## src/hw/sarpc_pkg.sv

```systemverilog
// Package with constants and types of the converter control block
package sarpc_pkg;
    localparam int SARPC_BITS = 16;
    localparam logic [4:0] SARPC_MSB_IDX = 5'h0F;
    localparam logic [15:0] SARPC_RESULT_RST = 16'h0000;
    localparam logic [4:0] SARPC_IDX_RST = 5'h00;
    // Static window after conversion start, for the host side
    localparam int SARPC_CLK_MHZ = 250;
    localparam int SARPC_QUIET_US = 8;
    localparam int SARPC_QUIET_CYC = SARPC_QUIET_US * SARPC_CLK_MHZ;
    typedef enum logic [1:0] {
        SARPC_IDLE,
        SARPC_CONVERT_REQUEST_N,
        SARPC_PWRDN
    } sarpc_state_t;
endpackage

```

## src/hw/sarpc_trial.sv

```systemverilog
// Trial word builder and comparison for one bit decision
`timescale 1ns/100ps
module sarpc_trial
    import sarpc_pkg::*;
(
    input wire logic [15:0] resolved,
    input wire logic [4:0] bit_idx,
    input wire logic [15:0] sample,
    output logic [15:0] next_word
);
    function automatic logic [15:0] sarpc_onehot(input logic [4:0] idx);
        sarpc_onehot = 16'h0001 << idx[3:0];
    endfunction

    wire [15:0] test_bit = sarpc_onehot(bit_idx);
    wire [15:0] trial = resolved | test_bit;
    wire too_high = trial > sample;
    // Drop the tested bit only when the trial overshoots
    assign next_word = too_high ? resolved : trial;
endmodule

```

## src/hw/sarpc_ctrl.sv

```systemverilog
// Conversion sequencing and power-down control of the SAR converter
`timescale 1ns/100ps
module sarpc_ctrl
    import sarpc_pkg::*;
(
    input wire logic clk,
    input wire logic rst_b,
    input wire logic convert_request_n,
    input wire logic power_down_request,
    input wire logic [15:0] sample_in,
    output logic busy_q,
    output logic powered_down_q,
    output logic result_valid_q,
    output logic [15:0] result_q
);
    ////////////////////////////////////////////////////////////////////
    // Request edge detection
    logic convert_request_n_n_q;
    logic pwr_q;
    sarpc_state_t state_q;
    sarpc_state_t state_d;
    logic [15:0] work_q;
    logic [15:0] sample_q;
    logic [4:0] idx_q;
    logic [15:0] next_word;

    wire convert_request_n_fall = convert_request_n_n_q & ~convert_request_n;
    wire pwr_rise = ~pwr_q & power_down_request;
    wire pwr_fall = pwr_q & ~power_down_request;
    // Power-down with convert already low: conversion, then sleep
    wire start_pd = pwr_rise & ~convert_request_n;
    wire start_convert_request_n = convert_request_n_fall | start_pd;
    // Leave sleep only once convert is back high
    wire wake = pwr_fall & convert_request_n;
    wire last_bit = idx_q == SARPC_IDX_RST;

    ////////////////////////////////////////////////////////////////////
    // Sequencer
    always_comb begin
        state_d = state_q;
        case (state_q)
            SARPC_IDLE: begin
                if (start_convert_request_n) begin
                    state_d = SARPC_CONVERT_REQUEST_N;
                end
            end
            SARPC_CONVERT_REQUEST_N: begin
                if (last_bit) begin
                    state_d = power_down_request ? SARPC_PWRDN : SARPC_IDLE;
                end
            end
            SARPC_PWRDN: begin
                if (wake) begin
                    state_d = SARPC_IDLE;
                end
            end
            default: begin
                state_d = SARPC_IDLE;
            end
        endcase
    end

    sarpc_trial sarpc_trial_i (
        .resolved(work_q),
        .bit_idx(idx_q),
        .sample(sample_q),
        .next_word(next_word)
    );

    always_ff @(posedge clk or negedge rst_b) begin
        if (!rst_b) begin
            convert_request_n_n_q <= 1'b1;
            pwr_q <= 1'b0;
            state_q <= SARPC_IDLE;
        end else begin
            convert_request_n_n_q <= convert_request_n;
            pwr_q <= power_down_request;
            state_q <= state_d;
        end
    end

    ////////////////////////////////////////////////////////////////////
    // Datapath, one decision per clock
    // State decodes shared by the output registers and the checks
    function automatic logic in_convert_request_n(input sarpc_state_t s);
        in_convert_request_n = s == SARPC_CONVERT_REQUEST_N;
    endfunction

    function automatic logic in_sleep(input sarpc_state_t s);
        in_sleep = s == SARPC_PWRDN;
    endfunction

    wire idle_start = state_q == SARPC_IDLE && start_convert_request_n;
    wire converting = in_convert_request_n(state_q);
    // Outputs built from the next state so they line up with state_q
    wire busy_d = in_convert_request_n(state_d);
    wire powered_down_d = in_sleep(state_d);

    always_ff @(posedge clk or negedge rst_b) begin
        if (!rst_b) begin
            work_q <= SARPC_RESULT_RST;
            sample_q <= SARPC_RESULT_RST;
            idx_q <= SARPC_IDX_RST;
        end else if (idle_start) begin
            work_q <= SARPC_RESULT_RST;
            sample_q <= sample_in;
            idx_q <= SARPC_MSB_IDX;
        end else if (converting) begin
            work_q <= next_word;
            idx_q <= idx_q - 5'h01;
        end
    end

    always_ff @(posedge clk or negedge rst_b) begin
        if (!rst_b) begin
            result_q <= SARPC_RESULT_RST;
            result_valid_q <= 1'b0;
            busy_q <= 1'b0;
            powered_down_q <= 1'b0;
        end else begin
            busy_q <= busy_d;
            powered_down_q <= powered_down_d;
            if (idle_start) begin
                result_valid_q <= 1'b0;
            end else if (converting && last_bit) begin
                // Final decision written straight out
                result_q <= next_word;
                result_valid_q <= 1'b1;
            end
        end
    end

    ////////////////////////////////////////////////////////////////////
    // Checks
    convert_request_n_len_a: assert property (@(posedge clk) disable iff (!rst_b)
        $rose(busy_q) |-> busy_q [*8] ##1 busy_q [*8] ##1 !busy_q)
        else $error("conversion not sixteen cycles");
    pd_start_a: assert property (@(posedge clk) disable iff (!rst_b)
        state_q == SARPC_IDLE && pwr_rise && !convert_request_n
        |=> busy_q)
        else $error("power-down with convert low did not convert");
    pd_enter_a: assert property (@(posedge clk) disable iff (!rst_b)
        $fell(busy_q) && $past(power_down_request) |-> powered_down_q)
        else $error("power-down not entered after conversion");
    pd_exit_a: assert property (@(posedge clk) disable iff (!rst_b)
        powered_down_q && wake |=> !powered_down_q)
        else $error("power-down not left");
    pd_hold_a: assert property (@(posedge clk) disable iff (!rst_b)
        powered_down_q && !wake |=> powered_down_q)
        else $error("power-down left without wake order");
    msb_first_a: assert property (@(posedge clk) disable iff (!rst_b)
        idle_start |=> idx_q == SARPC_MSB_IDX && work_q == 16'h0000)
        else $error("conversion did not start at the top bit");
    decide_a: assert property (@(posedge clk) disable iff (!rst_b)
        converting && !last_bit
        |=> work_q[$past(idx_q[3:0])] ==
            ((($past(work_q) | (16'h0001 << $past(idx_q[3:0])))
              <= $past(sample_q))))
        else $error("bit decision wrong");
    hold_res_a: assert property (@(posedge clk) disable iff (!rst_b)
        !busy_q && !idle_start |=> $stable(result_q))
        else $error("result changed outside conversion");
    result_a: assert property (@(posedge clk) disable iff (!rst_b)
        $fell(busy_q) |-> result_valid_q && result_q <= sample_q)
        else $error("result invalid or above sample");

    ////////////////////////////////////////////////////////////////////
    // Checks on start and sequencing
    convert_request_n_go_a: assert property (@(posedge clk) disable iff (!rst_b)
        state_q == SARPC_IDLE && convert_request_n_fall |=> busy_q && !result_valid_q)
        else $error("convert request did not start a conversion");

    cap_in_a: assert property (@(posedge clk) disable iff (!rst_b)
        idle_start |=> sample_q == $past(sample_in))
        else $error("input not captured at conversion start");

    idx_step_a: assert property (@(posedge clk) disable iff (!rst_b)
        converting && !last_bit
        |=> converting && idx_q == $past(idx_q) - 5'h01)
        else $error("decision index did not step down by one");

    lsb_end_a: assert property (@(posedge clk) disable iff (!rst_b)
        converting && last_bit |=> !busy_q)
        else $error("conversion ran past the last bit");

    lsb_dec_a: assert property (@(posedge clk) disable iff (!rst_b)
        converting && last_bit
        |=> result_q[0] ==
            (($past(work_q) | 16'h0001) <= $past(sample_q)))
        else $error("last bit decision wrong");

    ////////////////////////////////////////////////////////////////////
    // Checks on power-down and result
    pd_quiet_a: assert property (@(posedge clk) disable iff (!rst_b)
        powered_down_q |-> !busy_q)
        else $error("converting while powered down");

    pd_entry_a: assert property (@(posedge clk) disable iff (!rst_b)
        $rose(powered_down_q)
        |-> $past(busy_q) && $past(power_down_request))
        else $error("power-down entered without a finished conversion");

    bad_order_a: assert property (@(posedge clk) disable iff (!rst_b)
        state_q == SARPC_IDLE && pwr_rise && convert_request_n
        |=> !busy_q && !powered_down_q)
        else $error("power-down request alone changed state");

    vld_clr_a: assert property (@(posedge clk) disable iff (!rst_b)
        $rose(busy_q) |-> !result_valid_q)
        else $error("old result still marked valid");

    keep_vld_a: assert property (@(posedge clk) disable iff (!rst_b)
        result_valid_q && !idle_start |=> result_valid_q)
        else $error("result valid dropped without a new start");

    exact_res_a: assert property (@(posedge clk) disable iff (!rst_b)
        $fell(busy_q) |-> result_q == sample_q)
        else $error("result differs from the captured input");
endmodule

```

## config.mk

```make
export PLATFORM = sky130hd
export DESIGN_NAME = sarpc_ctrl
export DESIGN_NICKNAME = d
export VERILOG_FILES = /design/src/hw/sarpc_pkg.sv /design/src/hw/sarpc_trial.sv /design/src/hw/sarpc_ctrl.sv
export SDC_FILE = /design/constraint.sdc
export NUM_CORES = 1
export LEC_CHECK = 0
export BUFFER_PORTS_ARGS = -buffer_cell sky130_fd_sc_hd__buf_2
export CAP_MARGIN = 20
export CORE_MARGIN = 4
export CORE_UTILIZATION = 54
export CTS_CLUSTER_DIAMETER = 60
export DETAILED_ROUTE_END_ITERATION = 8
export GPL_TIMING_DRIVEN = 0
export HOLD_SLACK_MARGIN = 0.03
export PLACE_DENSITY = 0.75
export SLEW_MARGIN = 20
export SYNTH_ARGS = -nofsm -noshare
export SYNTH_HDL_FRONTEND = slang
export SYNTH_SLANG_ARGS = --single-unit
```

## constraint.sdc

```tcl
create_clock -name clk -period 3.4 [get_ports clk]
set_input_delay 0.34 -clock clk [delete_from_list [all_inputs] [get_ports clk]]
set_output_delay 0.34 -clock clk [all_outputs]
set_load 0.005 [all_outputs]
```

==> metrics.txt, run 1 <==
Post-Layout Inst Area=around 0.0036 mm²; max-cap violations=0; gr usage total=20.2%; Fmax=338 MHz; Placement Cell Area=0.00340 mm²; Tightest Pin Transition=roughly 0.75 ns; Mapped Area=0.00312 mm²; post-DR wirelength/cell=about 15 µm; synth unique cells=35; DR vias/cell=5.56; worst rel slew slack=49.8%; switching share of power=approximately two fifths; Max FO, Critical Path=10; cts hold-fix bufs=0; area grow syn2layout=15.2%; Die ar.=0.00706 mm²; Reg power frac=34.6%; Clock Pin Slew Worst Setup and Hold Paths=0.07 ns; final setup TNS=0 ns; post-synthesis cell count=approximately 300; Final Hold Viols=0; CP Class=reg2reg; H-tree levels=3; Layout Skew=0.00705 ns; Comb power frac=between 40% and 50%; die span in x=84 µm; minimum clock period=approximately 3.0 ns; Clk pwr share=about a fifth; Final Power=3.21 mW; status=completed; DR vias=2352; Sequential Area=0.00150 mm²; Critical Path RT=3.64 ns; hpwl dp=4650 µm; first-pass GRT wire length=11300 µm; Post-synth EDFFs=0; Sinks on Clock Net=60; total leakage power=approximately 1.8 nW; count of final setup violators=0; CTS tree=yes; sw power=1.30 mW; IO Pins=39; fillcell total=488; starting density of the core=56.3%; total wire length=6510 µm; Arr. time, crit path=3.20 ns; share of layout cells above drive strength 1=between 20% and 30%; CP max-delay cell=or4_4; Synth Register Bits=60; hold_ws=0.0583 ns; global route overflow=0; peak supply drop=0.000570 V; final slew viol count=0; ys flop type=dfrtp_1; crit-path max cell delay=0.58 ns; largest net degree at the start of global routing=61; vias in the first global route=2304; initial antenna violation count=0; DR pass1 iterations=4; Remaining DRCs=0; Die H=84 µm; Root Driver=clkbuf_8; core box area=0.00554 mm²; final worst slack=0.438 ns; Critical Path Start Type=register; CTS Buf Count=9; sequential area share after synthesis=48.2%; CP Capture Type=register; syn nets=338; Multi-input gate area=0.00141 mm²; 1st-iter DRT viols=183; remaining antenna violation count=0; ant diodes=0; GP Congestion=0.853; clock buffer depth=2; CTS resizes=0; Mean Syn Cell Area=10.5 µm²; # Post-CTS Setup Buffers=0; Synthesis Warnings=0; RSZ-0062 raised after global routing=no; number of core rows=27; Total Nets Final=387; Pwr Density=893 mW/mm²; worst hold path type=in2async; cells along the critical path=clkbuf_1 > nor2_1 > a21oi_1 > inv_1 > ha_1 > nand4_2 > or4_4 > buf_6 > a311oi_2; P_int=~1.9 mW; Placement Setup Slack=about 0.5 ns; Async SR Flop Fraction=100%; period utilization=between 80 and 90%; latest clock arrival within the worst-skew pair=0.34 ns; number of port buffers=38
flip-flops by register name, indices dropped and copies added (netlist names):
register and count:
result_q 16, sample_q 16, work_q 16, idx_q 5, state_q 2, busy_q 1
convert_request_n_n_q 1, powered_down_q 1, pwr_q 1, result_valid_q 1
power groups by stage:
stage               clock (mW)  sequential, mW  combinational (mW)
CTS                      0.623            1.11                1.50
finish                   0.610            1.11                1.49
global placement             0            1.11                1.43
detailed placement           0            1.12                1.48
global route             0.660            1.14                1.68
floorplan                    0            1.09                1.10
metal layers:
| layer | part of all wire [%] | global-route usage (%) | up-vias |
|---|---|---|---|
| met5 | 0 | 0 | - |
| met4 | 1.8 | 7.46 | 0 |
| met3 | 5.4 | 6.12 | 12 |
| met2 | 46 | 29.9 | 60 |
| met1 | 47 | 27.9 | 1133 |
| li1 | - | - | 1147 |
worst max-delay path: cells and delay by family (launching register included):
| family | cells | cell delay [ns] |
|---|---|---|
| buffers and inverters | 3 | 0.63 |
| DFF | 1 | 0.38 |
| AOI/OAI and AO/OA | 2 | 0.64 |
| and+or+nand+nor | 3 | 0.87 |
| adders and majority gates | 1 | 0.34 |
path summary, 6_finish.rpt:
| kind | from | end | slack, ns | depth (start not counted) |
|---|---|---|---|---|
| setup / recovery | idx_q[2] | work_q[13] | 0.44 | 9 |
| hold / removal | rst_b | sample_q[1] | 0.06 | 1 |
| setup reg to reg | idx_q[2] | work_q[13] | 0.44 | 9 |
| hold reg to reg | result_q[15] | result_q[15] | 0.47 | 2 |
| max in group asynchronous | rst_b | pwr_q | 2.83 | 1 |
| min in group clk | convert_request_n | convert_request_n_n_q | 0.13 | 1 |
cells in the mapped netlist (2+ instances only):
cell type	n	share of area, %
a311oi_2	12	5.8
nand3_1	3	0.48
a21oi_1	26	4.2
nand4_1	2	0.40
a21bo_2	4	1.3
a21o_1	2	0.48
nand2_1	36	4.3
o211ai_1	3	0.72
buf_2	6	0.96
clkbuf_1	8	0.96
a31oi_1	15	3.0
mux2i_1	3	0.96
buf_6	2	0.72
ha_1	21	8.4
xnor2_1	2	0.56
a31o_2	2	0.56
o21ai_0	16	2.6
nor2_1	10	1.2
dfrtp_1	59	47
nand4_2	2	0.80
nor2b_1	2	0.40
inv_1	32	3.9
mux2_2	17	6.1
layout by cell type (no fill, tap or decap), drive strengths merged, types with 2 or more instances in the layout:
cell,n
nor2b,2
o21ai,17
a311oi,12
nand4,4
o211ai,3
mux2i,3
a31o,2
dfrtp,59
nand2,36
nand3,3
clkbuf,23
a21bo,4
nor2,10
buf,46
ha,21
xnor2,2
mux2,17
inv,32
a21o,2
a21oi,26
a31oi,15
area by class of cell:
| class | count | share of cell area (%) |
|---|---|---|
| multi-input combinational | 189 | 39.3 |
| timing repair buffer | 38 | 5.36 |
| buffer | 16 | 2.30 |
| tap | 72 | 2.51 |
| inverter | 32 | 3.34 |
| clock buffer | 15 | 5.19 |
| clock inverter | 1 | 0.139 |
| sequential | 60 | 41.8 |
per-stage QoR:
step,cells,utilization (%)
2_1_floorplan,297,-
3_3_place_gp,407,61.4
4_1_cts,423,64.9
5_1_grt,423,64.9
6_report,423,64.9
3_5_place_dp,407,61.4
logic make-up (layout without fill, tap and decap cells):
kind of cell | after synthesis | in the layout | share of synthesized area, %
flip-flops | 60 | 60 | 48.2
buffers and inverters | 48 | 102 | 6.50
multiplexers | 20 | 20 | 7.10
adder cells (fa/ha/maj) | 21 | 21 | 8.42
XOR/XNOR | 2 | 2 | 0.562
AO/OA/AOI/OAI | 85 | 85 | 20.0
AND/OR/NAND/NOR | 61 | 61 | 9.23
Power figures use the tool's default switching activity.
==> run 2: changes to the inputs <==
--- a/config.mk
+++ b/config.mk
@@ -5,6 +5,7 @@
 export SDC_FILE = /design/constraint.sdc
 export NUM_CORES = 1
 export LEC_CHECK = 0
+export ABC_AREA = 1
 export BUFFER_PORTS_ARGS = -buffer_cell sky130_fd_sc_hd__buf_2
 export CAP_MARGIN = 20
 export CORE_MARGIN = 4
==> run 2 against run 1 <==
Worst setup slack gained 0.32 ns; synthesized cell count grew 25%; final cell count grew 18%; sequential power is essentially flat; largest cell class unchanged; non-clock buffer count shrank 3.
==> metrics.txt, run 2 <==
cells along the critical path=inv_1 > ha_1 > nand2_1 > o21ai_0 > ha_1 > a21oi_1 > o21ai_0 > a21oi_1 > nand2_2 > buf_8 > nand3_2 > nand3_1 > nand2_1 (was clkbuf_1 > nor2_1 > a21oi_1 > inv_1 > ha_1 > nand4_2 > or4_4 > buf_6 > a311oi_2); sequential area share after synthesis=47.3% (was 48.2%); max-cap violations=0 (unchanged); largest area contributor in the netlist=dfrtp_1 (unchanged); Placement Setup Slack=0.848 ns (was 0.498 ns); Critical Path RT=3.68 ns (was 3.64 ns); IO Pins=39 (unchanged); DR pass1 iterations=4 (unchanged); CTS tree=yes (unchanged); Post-synth EDFFs=0 (unchanged); starting density of the core=56.6% (was 56.3%); top cells by area, synth=dfrtp_1 (46%), nand2_1 (11%), ha_1 (8.3%), inv_1 (5.4%), o21ai_0 (5.2%) (was dfrtp_1 (47%), ha_1 (8.4%), mux2_2 (6.1%), a311oi_2 (5.8%), nand2_1 (4.3%)); vias in the first global route=2659 (was 2304); RSZ-0062 raised after global routing=no (unchanged); CTS Buf Count=9 (unchanged); ys flop type=dfrtp_1 (unchanged); cts hold-fix bufs=0 (unchanged); minimum clock period=2.65 ns (was 2.96 ns); core box area=0.00561 mm² (was 0.00554 mm²); 1st-iter DRT viols=133 (was 183); clock buffer depth=2 (unchanged); CTS resizes=0 (unchanged); area grow syn2layout=15.7% (was 15.2%); Arr. time, crit path=2.93 ns (was 3.20 ns); Synthesis Warnings=0 (unchanged); worst rel slew slack=50.4% (was 49.8%); total wire length=7080 µm (was 6510 µm); crit-path leading delay family=compound AO/OA/AOI/OAI gates (was simple AND/OR/NAND/NOR gates); H-tree levels=3 (unchanged); final slew viol count=0 (unchanged); most frequent cell after synthesis=nand2_1 (was dfrtp_1); # Post-CTS Setup Buffers=0 (unchanged); Tightest Pin Transition=0.744 ns (was 0.753 ns); Layout Skew=0.0120 ns (was 0.00705 ns); number of core rows=27 (unchanged); crit-path max cell delay=0.43 ns (was 0.58 ns); post-DR wirelength/cell=14.2 µm (was 15.4 µm); Root Driver=clkbuf_8 (unchanged); remaining antenna violation count=0 (unchanged); gr usage total=21.7% (was 20.2%); DR vias/cell=5.15 (was 5.56); count of final setup violators=0 (unchanged); latest clock arrival within the worst-skew pair=0.35 ns (was 0.34 ns); Die H=84.7 µm (was 84 µm); Final Hold Viols=0 (unchanged); hpwl dp=5130 µm (was 4650 µm); Synth top area share=46.5% (was 47.3%); Fmax=378 MHz (was 338 MHz); CP Capture Type=register (unchanged); largest registers=result_q (16), sample_q (16), work_q (16) (unchanged); GP Congestion=0.840 (was 0.853); Non-Filler Instances=498 (was 423); ant diodes=0 (unchanged); CP Class=reg2reg (unchanged); Die ar.=0.00717 mm² (was 0.00706 mm²); placed insts=482 (was 407); peak supply drop=0.000453 V (was 0.000570 V); Total Nets Final=462 (was 387); number of port buffers=38 (unchanged); initial antenna violation count=0 (unchanged); Clock Pin Slew Worst Setup and Hold Paths=0.08 ns (was 0.07 ns); status=completed (unchanged); Critical Path Start Type=register (unchanged); Async SR Flop Fraction=100% (unchanged); Remaining DRCs=0 (unchanged); Pwr Density=1020 mW/mm² (was 893 mW/mm²); post-synthesis cell count=372 (was 297); most frequent cells in the layout=nand2_1 (92), dfrtp_1 (59), inv_1 (46), buf_2 (40), o21ai_0 (33) (was dfrtp_1 (59), buf_2 (43), nand2_1 (36), inv_1 (32), a21oi_1 (26)); first-pass GRT wire length=12100 µm (was 11300 µm); DR vias=2565 (was 2352); syn nets=413 (was 338); final worst slack=0.754 ns (was 0.438 ns); synth unique cells=29 (was 35); most common cell after layout, fill and taps aside=nand2_1 (was dfrtp_1); final setup TNS=0 ns (unchanged); number of buffers and inverters on the critical path=2 (was 3); share of layout cells above drive strength 1=21.6% (was 28.8%); global route overflow=0 (unchanged); Synth Register Bits=60 (unchanged); worst hold path type=in2async (unchanged); Commonest cells post-synth=nand2_1 (92), dfrtp_1 (59), inv_1 (46) (was dfrtp_1 (59), nand2_1 (36), inv_1 (32)); CP max-delay cell=dfrtp_1 (was or4_4); total leakage power=1.96 nW (was 1.85 nW); die span in x=84.7 µm (was 84 µm); Sinks on Clock Net=60 (unchanged); Max FO, Critical Path=10 (unchanged); Mapped Area=0.00318 mm² (was 0.00312 mm²); Mean Syn Cell Area=8.54 µm² (was 10.5 µm²); period utilization=77.8% (was 87.1%); largest net degree at the start of global routing=61 (unchanged)
run 2: changes by cell type after synthesis, moves of 13 or more:
cell     change
mux2_2      -17
nor2_1      +13
nand2_1     +56
nand3_1     +23
o21ai_0     +17
a31oi_1     -15
inv_1       +14
run 2: area by class of cell:
cell class | instances | area (µm²)
fill | 479 | 1930
sequential | 60 | 1500
multi-input combinational | 250 | 1380
timing repair buffer | 38 | 193
inverter | 49 | 185
clock buffer | 9 | 124
buffer | 13 | 106
clock inverter | 7 | 91.3
tap | 72 | 90.1
run 2: cells by family after synthesis:
logic type	after synthesis	synth area share, %
compound gates	67	11.3
flops	60	47.3
simple gates	162	23.9
fa+ha+maj	21	8.27
buf+inv	62	9.18
run 2: final timing paths:
| kind | start | endpoint | slack [ns] | depth (start not counted) |
|---|---|---|---|---|
| max in group asynchronous | rst_b | result_q[13] | 2.84 | 1 |
| min reg2reg | result_q[10] | result_q[10] | 0.48 | 2 |
| min | rst_b | sample_q[6] | 0.04 | 1 |
| max reg2reg | idx_q[1] | result_q[4] | 0.75 | 13 |
| max | idx_q[1] | result_q[4] | 0.75 | 13 |
| min in group clk | convert_request_n | convert_request_n_n_q | 0.10 | 1 |
run 2: worst reg2reg max path, cell delays in order (launching register included):
cell,delay [ns]
dfrtp_1,0.43
inv_1,0.11
ha_1,0.17
nand2_1,0.10
o21ai_0,0.38
ha_1,0.34
a21oi_1,0.15
o21ai_0,0.10
a21oi_1,0.18
nand2_2,0.17
buf_8,0.20
nand3_2,0.07
nand3_1,0.08
nand2_1,0.09
run 2: where the power goes:
group	internal (mW)	switching [mW]	leakage, nW	total (mW)
registers	0.998	0.143	0.778	1.14
logic	0.704	1.21	1.07	1.91
clock network	0.409	0.300	0.109	0.709
run 2: stage by stage:
step	cell area, µm²	total power, mW	hold slack, ns	util, %
2_1_floorplan	3180	2.56	0.0444	-
3_3_place_gp	3460	2.95	0.458	61.6
3_5_place_dp	3460	3.04	0.460	61.7
4_1_cts	3670	3.77	0.0890	65.5
5_1_grt	3670	4.11	0.0983	65.5
6_report	3670	3.76	0.0427	65.5
run 2: metal layers:
metal	wire, µm	track usage (%)	share of wire, %
met3	334	3.34	4.7
met5	0	0	0
met2	3480	36.5	49
met1	3130	27.7	44
met4	132	9.64	1.9
